## config.mk

```make
export PLATFORM = sky130hd
export DESIGN_NAME = mca_arbiter
export DESIGN_NICKNAME = d
export VERILOG_FILES = /design/src/mca_pkg.sv /design/src/mca_buf.sv /design/src/mca_arbiter.sv
export SDC_FILE = /design/constraint.sdc
export NUM_CORES = 1
export LEC_CHECK = 0
export BUFFER_PORTS_ARGS = -buffer_cell sky130_fd_sc_hd__buf_2
export CELL_PAD_IN_SITES_DETAIL_PLACEMENT = 2
export CELL_PAD_IN_SITES_GLOBAL_PLACEMENT = 2
export CORE_UTILIZATION = 36
export CTS_BUF_LIST = sky130_fd_sc_hd__clkbuf_4 sky130_fd_sc_hd__clkbuf_8 sky130_fd_sc_hd__clkbuf_16
export CTS_CLUSTER_SIZE = 10
export DETAILED_ROUTE_END_ITERATION = 8
export MAX_ROUTING_LAYER = met4
export PLACE_DENSITY = 0.79
export SYNTH_ARGS = -nofsm -noshare
export SYNTH_HDL_FRONTEND = slang
export SYNTH_SLANG_ARGS = --single-unit
```

## constraint.sdc

```tcl
create_clock -name clk -period 3.65 [get_ports clk]
set_input_delay 0.73 -clock clk [delete_from_list [all_inputs] [get_ports clk]]
set_output_delay 0.73 -clock clk [all_outputs]
set_load 0.01 [all_outputs]
```

## src/mca_pkg.sv

```systemverilog
// package: codes, event carriers, states and timing of the message collision arbiter
`default_nettype none
package mca_pkg;
  // ****************************************
  // timing
  // ****************************************
  localparam int CLK_PERIOD_NS = 4;
  localparam int GAP_TIME_MS = 50; // terminal silence after an abort code
  localparam int GAP_CYC = GAP_TIME_MS * 1000000 / CLK_PERIOD_NS;
  localparam int GAP_W = 24;

  // ****************************************
  // storage
  // ****************************************
  localparam int IN_SLOTS = 2; // inbound double buffer
  localparam int IN_CNT_W = 2;
  localparam int CODE_DEPTH = 2; // entries of the code buffer

  // ****************************************
  // types
  // ****************************************
  // codes sent to the data terminal
  typedef enum logic [1:0] {
    MCA_ACCEPT, // transfer_accept_reply
    MCA_ABORT, // abort_code
    MCA_DONE, // second_completion_code
    MCA_BEGIN // transfer_begin_request
  } mca_code_t;

  // outbound message handling
  typedef enum logic [1:0] {OB_IDLE, OB_XFER, OB_HOLD, OB_DOOM} mca_ob_t;

  // one-cycle events decoded from the data terminal link
  typedef struct packed {
    logic xfer_begin; // terminal sent transfer_begin_request
    logic accept; // terminal sent transfer_accept_reply
    logic out_done; // last outbound byte received from terminal
    logic in_done; // last inbound byte delivered to terminal
  } mca_term_evt_t;

  // one-cycle events decoded from the radio control port
  typedef struct packed {
    logic in_start; // radio begins an inbound message
    logic in_done; // inbound message fully received
    logic out_refused; // outbound refused, radio already receiving
    logic out_abandon; // outbound abandoned for a channel assignment
    logic out_done; // outbound call finished
    logic out_ok; // with out_done: call completed normally
  } mca_radio_evt_t;
endpackage
`default_nettype wire

```

## src/mca_buf.sv

```systemverilog
// small register buffer with valid/ready on both sides
`default_nettype none
module mca_buf #(
  parameter int W = 2,
  parameter int DEPTH = mca_pkg::CODE_DEPTH
) (
  input wire logic clk,
  input wire logic srst,
  input wire logic in_valid,
  output logic in_ready,
  input wire logic [W-1:0] in_data,
  output logic out_valid,
  input wire logic out_ready,
  output logic [W-1:0] out_data
);
  import mca_pkg::*;
  localparam int AW = (DEPTH > 1) ? $clog2(DEPTH) : 1;

  if (DEPTH < 2 || (DEPTH & (DEPTH - 1)) != 0) begin : g_bad_depth
    $error("mca_buf: DEPTH must be a power of two of at least 2");
  end

  logic [W-1:0] mem [DEPTH];
  logic [AW:0] wr_ptr;
  logic [AW:0] rd_ptr;
  wire [AW:0] fill = wr_ptr - rd_ptr;
  wire push = in_valid && in_ready;
  wire pop = out_valid && out_ready;

  // flags from the pointer distance, so full and empty never lie
  assign in_ready = fill != (AW + 1)'(DEPTH);
  assign out_valid = fill != '0;
  assign out_data = mem[rd_ptr[AW-1:0]];

  // pointers
  always_ff @(posedge clk) begin
    if (srst) begin
      wr_ptr <= '0;
      rd_ptr <= '0;
    end else begin
      wr_ptr <= wr_ptr + (AW + 1)'(push);
      rd_ptr <= rd_ptr + (AW + 1)'(pop);
    end
  end

  // storage, written only on an accepted push
  always_ff @(posedge clk) begin
    if (push) mem[wr_ptr[AW-1:0]] <= in_data;
  end
endmodule
`default_nettype wire

```

## src/mca_arbiter.sv

```systemverilog
// message collision arbiter between data terminal and radio control port
`default_nettype none
// Function
// - terminal priority: refused outbound finishes, then aborts
// - inbound request only after radio data complete
// - outbound during inbound reception handled as collision
// - early internal collision: accept outbound, buffer inbound
// - completion code then inbound transfer request
// - request after completion code: device keeps priority
// - channel assignment: keep outbound, receive inbound
// - retry buffered outbound after inbound completes
// - retried call ends: completion code, then request
// - second abandonment: abort code, then inbound request
// - refused while receiving: hold outbound, retry later
// - two inbound slots, accept second during delivery
// - terminal priority collision: accept, store inbound
// - terminal silent after abort; device request fits
// - collision inside device resolved as request collision
module mca_arbiter #(
  parameter int GAP_CYC = mca_pkg::GAP_CYC
) (
  input wire logic clk,
  input wire logic srst,
  input wire logic prio_dev_pin,
  input wire mca_pkg::mca_term_evt_t term_evt,
  input wire mca_pkg::mca_radio_evt_t radio_evt,
  output logic evt_ready,
  output logic code_valid,
  input wire logic code_ready,
  output mca_pkg::mca_code_t code,
  output logic radio_out_start,
  output logic term_deliver_start,
  output logic radio_in_reject,
  output logic [mca_pkg::IN_CNT_W-1:0] in_count,
  output logic out_busy,
  output logic gap_active
);
  import mca_pkg::*;

  if (GAP_CYC < 1 || GAP_CYC >= (1 << GAP_W)) begin : g_bad_gap
    $error("mca_arbiter: GAP_CYC out of range");
  end

  // ****************************************
  // strap synchroniser and event gating
  // ****************************************
  logic mode_meta;
  logic prio_dev;
  // strap comes from a pin, so two flops before use
  always_ff @(posedge clk) begin
    if (srst) begin
      mode_meta <= 1'b0;
      prio_dev <= 1'b0;
    end else begin
      mode_meta <= prio_dev_pin;
      prio_dev <= mode_meta;
    end
  end

  logic code_push_ready;
  // events are only taken while a code can be queued; a full buffer stalls both links
  wire go = code_push_ready;
  assign evt_ready = go;
  wire t_begin = go && term_evt.xfer_begin;
  wire t_accept = go && term_evt.accept;
  wire t_out_done = go && term_evt.out_done;
  wire t_in_done = go && term_evt.in_done;
  wire r_in_start = go && radio_evt.in_start;
  wire r_in_done = go && radio_evt.in_done;
  wire r_fail = go && (radio_evt.out_refused || radio_evt.out_abandon);
  wire r_out_done = go && radio_evt.out_done;

  // ****************************************
  // state
  // ****************************************
  mca_ob_t ob_state;
  mca_ob_t next_ob_state;
  logic term_done;
  logic tries;
  logic in_rx;
  logic dev_pend;
  logic delivering;
  logic [GAP_W-1:0] gap_cnt;

  // ****************************************
  // decisions
  // ****************************************
  wire ob_idle = ob_state == OB_IDLE;
  wire ob_xfer = ob_state == OB_XFER;
  wire term_complete = term_done || t_out_done;
  // a terminal request is taken when idle and not delivering, unless a device request holds priority or the gap runs
  wire accept_term = t_begin && ob_idle && !delivering && !gap_active && !(prio_dev && dev_pend);
  wire emit_done = ob_xfer && r_out_done;
  // terminal priority always, device priority on the second failure: abort
  wire fail_to_doom = !prio_dev || tries;
  wire doom_abort = !r_out_done && term_complete
    && (ob_state == OB_DOOM || (ob_xfer && r_fail && fail_to_doom));
  // retry only once the radio has finished handing over the inbound message
  wire retry = ob_state == OB_HOLD && term_complete && !in_rx && !r_in_start;
  // completed inbound slots only, so arriving data never gets announced early
  wire issue_begin = go && in_count != '0 && ob_idle && !dev_pend && !delivering && !t_begin;
  wire slot_free = in_count < IN_CNT_W'(IN_SLOTS);

  wire code_in_valid = accept_term || emit_done || doom_abort || issue_begin;
  wire mca_code_t code_in = accept_term ? MCA_ACCEPT
    : emit_done ? (radio_evt.out_ok ? MCA_DONE : MCA_ABORT)
    : doom_abort ? MCA_ABORT : MCA_BEGIN;
  wire abort_sent = code_in_valid && code_in == MCA_ABORT;

  // outbound transitions
  always_comb begin
    next_ob_state = ob_state;
    case (ob_state)
      OB_IDLE: begin
        if (accept_term) next_ob_state = OB_XFER;
      end
      OB_XFER: begin
        if (emit_done || doom_abort) next_ob_state = OB_IDLE;
        else if (r_fail) next_ob_state = fail_to_doom ? OB_DOOM : OB_HOLD;
      end
      OB_HOLD: begin
        if (retry) next_ob_state = OB_XFER;
      end
      OB_DOOM: begin
        if (doom_abort) next_ob_state = OB_IDLE;
      end
      default: next_ob_state = OB_IDLE;
    endcase
  end

  // ****************************************
  // registers
  // ****************************************
  // outbound side
  always_ff @(posedge clk) begin
    if (srst) begin
      ob_state <= OB_IDLE;
      term_done <= 1'b0;
      tries <= 1'b0;
      radio_out_start <= 1'b0;
    end else begin
      ob_state <= next_ob_state;
      term_done <= accept_term ? 1'b0 : term_complete; // remembers the whole terminal message is in, until the next accept
      tries <= accept_term ? 1'b0 : (tries || retry);
      radio_out_start <= accept_term || retry;
    end
  end

  // inbound slots, radio reception and delivery to the terminal
  always_ff @(posedge clk) begin
    if (srst) begin
      in_count <= '0;
      in_rx <= 1'b0;
      radio_in_reject <= 1'b0;
      dev_pend <= 1'b0;
      delivering <= 1'b0;
      term_deliver_start <= 1'b0;
    end else begin
      in_count <= in_count + IN_CNT_W'(r_in_done && in_rx) - IN_CNT_W'(t_in_done && delivering);
      in_rx <= (in_rx && !r_in_done) || (r_in_start && slot_free);
      radio_in_reject <= r_in_start && !slot_free;
      // terminal priority withdraws our request on a collision
      dev_pend <= issue_begin || (dev_pend && !t_accept && !(accept_term && !prio_dev));
      delivering <= (delivering && !t_in_done) || (dev_pend && t_accept);
      term_deliver_start <= dev_pend && t_accept;
    end
  end

  // silence window after each abort code
  always_ff @(posedge clk) begin
    if (srst) gap_cnt <= '0;
    else if (abort_sent) gap_cnt <= GAP_W'(GAP_CYC);
    else if (gap_cnt != '0) gap_cnt <= gap_cnt - GAP_W'(1);
  end

  assign gap_active = gap_cnt != '0;
  assign out_busy = !ob_idle;

  // ****************************************
  // code buffer toward the terminal
  // ****************************************
  logic [$bits(mca_code_t)-1:0] code_raw;
  mca_buf #(.W($bits(mca_code_t)), .DEPTH(CODE_DEPTH)) u_code_buf (
    .clk(clk),
    .srst(srst),
    .in_valid(code_in_valid),
    .in_ready(code_push_ready),
    .in_data(code_in),
    .out_valid(code_valid),
    .out_ready(code_ready),
    .out_data(code_raw)
  );
  assign code = mca_code_t'(code_raw);
endmodule
`default_nettype wire

```

==> metrics <==
endpoints failing hold 0; Int Pwr ~0.0013 W; post-synthesis sequential area ratio 42.2%; Post-synth EDFFs 4; Post-route DRC 0; clock buffer depth 2; post-layout net count 296; syn nets 272; Synth Area in XOR/XNOR under 10%; routed vias 2010; Critical Path AT 3.29 ns; Netlist cell types 52; ant diodes 0; worst hold start mode_meta; clk_lat worst skew slightly above 0.3 ns; pwr/cell area 938 nW/um^2; vias in the first global route 2057; setup_tns 0 ns; crit path time final 3.13 ns; row count 28; CTS tree built; crit end category flop; Final Util 43.0%; Sw Pwr 0.00110 W; post-synthesis mux area share less than 1%; register area 961 um^2; compound-gate portion of the synthesized area 18.8%; top cells by count, synth dfxtp_1, nor3_1, nor2_1; Total Wirelength between 6000 and 7000 um; Clock Power Share 14.0%; number of I/O pins 25; fin. max-slew vios 0; Async S/R FF share, synth 0%; YS warnings 0; crit path from gap_cnt[14]; kind of critical path flop to flop; simple-gate share of the synthesized area 23.6%; largest net degree at the start of global routing 39; first-pass GRT wire length 10300 um; sw frac 45.5%; Yosys top cell area share 37.0%; Reg clk slew, reported paths 0.09 ns; Sink Count 46; Filler Cells Inserted 668; drt via density between 5 and 6; IO buf count 24; adder-cell share of the synthesized area 3.85%; DP Wirelength between 4000 and 5000 um; Worst-Margin Slew 0.752 ns; fmax 0.320 GHz; Initial Util 38.0%; post-CTS setup buffer count 0; main combinational cell family by area after synthesis simple AND/OR/NAND/NOR gates; sequential share of power 34.0%; Worst setup SP type flop; synthesis-to-layout area growth 13.3%; worst clock skew 0.0109 ns; total power 0.00242 W; max_slew headroom 49.3%; Die Ht 81.5 um; FF+latch count, synth 46; Pleak between 1 and 1.5 nW; core area roughly 6000 um^2; syn avg cell area 9.06 um^2; gpl congestion 0.758; count leader, synth dfxtp_1; Global Route Usage Sum 21.2%; ratio of cells with drive above 1 in the final layout 15.9%; FF-to-FF Start gap_cnt[14]; outcome completed; CTS buffer count 5; Req. time, crit path roughly 3.8 ns; critical path peak fanout 10; root buffer cell clkbuf_8; HP Class flop to flop; Final Cycle Share 85.7%; Die Wd 81.5 um; drt wl/cell ~18 um; Max-Cap Viols 0; RSZ-0062 raised after global routing false; Iteration-0 DRC Markers 54; Worst IR Drop VDD 0.407 mV; synthesized instance count between 200 and 300; top_reg_cell synth dfxtp_1; final setup vio count 0; Die ar. 6640 um^2; GRT overflow 0; DRT Pass-1 Iters 4; Synth area leaders dfxtp_1, edfxtp_1, xor2_1; Gate power share 52.0%; H-tree levels 2; antenna violations before repair 0; Mapped Area 2270 um^2; Final ANT Viol Nets 0; post-synth top area cell dfxtp_1; Multi-input gate area 1250 um^2
path summary, 6_finish.rpt:
path                                              to  cells after the start  slack, ns
worst max-delay path            u_code_buf.wr_ptr[1]                      9       0.52
worst min-delay path                        prio_dev                      1       0.45
worst max register to register  u_code_buf.wr_ptr[1]                      9       0.52
worst min register to register              prio_dev                      1       0.45
per-layer routing:
metal | wire length (um) | up-vias | share of wire (%) | GRT usage (%)
li1 | - | 994 | - | -
met1 | 3120 | 980 | 50 | 28.1
met2 | 2880 | 27 | 46 | 32.6
met3 | 157 | 9 | 2.5 | 4.00
met4 | 87 | 0 | 1.4 | 6.61
met5 | 0 | - | 0 | -
power groups by stage:
stage	logic, W	clock network [W]	registers [W]
final	0.00126	0.000337	0.000822
after global routing	0.00143	0.000366	0.000848
after CTS	0.00126	0.000348	0.000824
after detailed placement	0.00124	0	0.000833
after global placement	0.00118	0	0.000823
after floorplan	0.000900	0	0.000787
logic make-up (layout without fill, tap and decap cells):
kind of cell    count (synthesis)  in the layout
simple gates                   96             96
buf+inv                        19             44
mux                             2              2
xor+xnor                       19             19
fa+ha+maj                       7              7
compound gates                 62             62
flops                          46             46
critical path: stages (launching register included):
cell and delay (ns):
dfxtp_1 0.34, nor4_1 0.52, nand4_1 0.44, nor2_4 0.35, inv_1 0.16, a211o_1 0.40, a32oi_1 0.27, ha_1 0.28
xnor2_1 0.15, nor2_1 0.07
per-stage QoR:
stage | hold slack [ns] | instance area, um^2 | setup WS, ns | cells
final | 0.454 | 2580 | 0.523 | 351
after global routing | 0.481 | 2580 | 0.114 | 351
after CTS | 0.458 | 2570 | 0.428 | 351
after detailed placement | 0.440 | 2480 | 0.464 | 343
after global placement | 0.417 | 2480 | 0.635 | 343
after floorplan | 0.414 | 2270 | 1.02 | 251
flip-flops by register name (all words and copies together) (netlist names):
| signal | cells |
|---|---|
| radio_out_start | 1 |
| delivering | 1 |
| tries | 1 |
| term_deliver_start | 1 |
| in_rx | 1 |
| dev_pend | 1 |
| u_code_buf.rd_ptr | 2 |
| u_code_buf.mem | 4 |
| in_count | 2 |
| prio_dev | 1 |
| radio_in_reject | 1 |
| gap_cnt | 24 |
| ob_state | 2 |
| mode_meta | 1 |
| u_code_buf.wr_ptr | 2 |
| term_done | 1 |
what timing repair did:
action / 4_1_cts / 5_1_grt
hold buffers: 0 / 0
setup endpoints to repair: 0 / 1
resized for setup: 0 / 1
cells in the final DEF (no fill, tap or decap), types with 3 or more instances in the layout:
cell type,instances
a31oi_1,8
nor2_1,16
nor4_1,4
clkbuf_8,6
ha_1,7
nor3_1,17
a211oi_1,4
o2111ai_1,3
nand4_1,6
a21oi_1,8
xor2_1,13
nand2_1,8
dfxtp_1,42
buf_4,4
o31ai_1,4
buf_2,24
xnor2_1,6
nand3_1,6
inv_1,8
o21ai_0,13
edfxtp_1,4
or4_1,7
and2_1,5
nor2b_1,5
o211ai_1,4
or3_1,9
cell type report:
cell class	count	area share, %
clock inverters	1	0.194
inverters	8	1.17
multi-input cells	186	48.4
repair buffers	28	5.83
flip-flops and latches	46	37.3
well taps	75	3.64
clock buffers	7	3.50
Note: power is estimated with default switching activity, not from simulation.
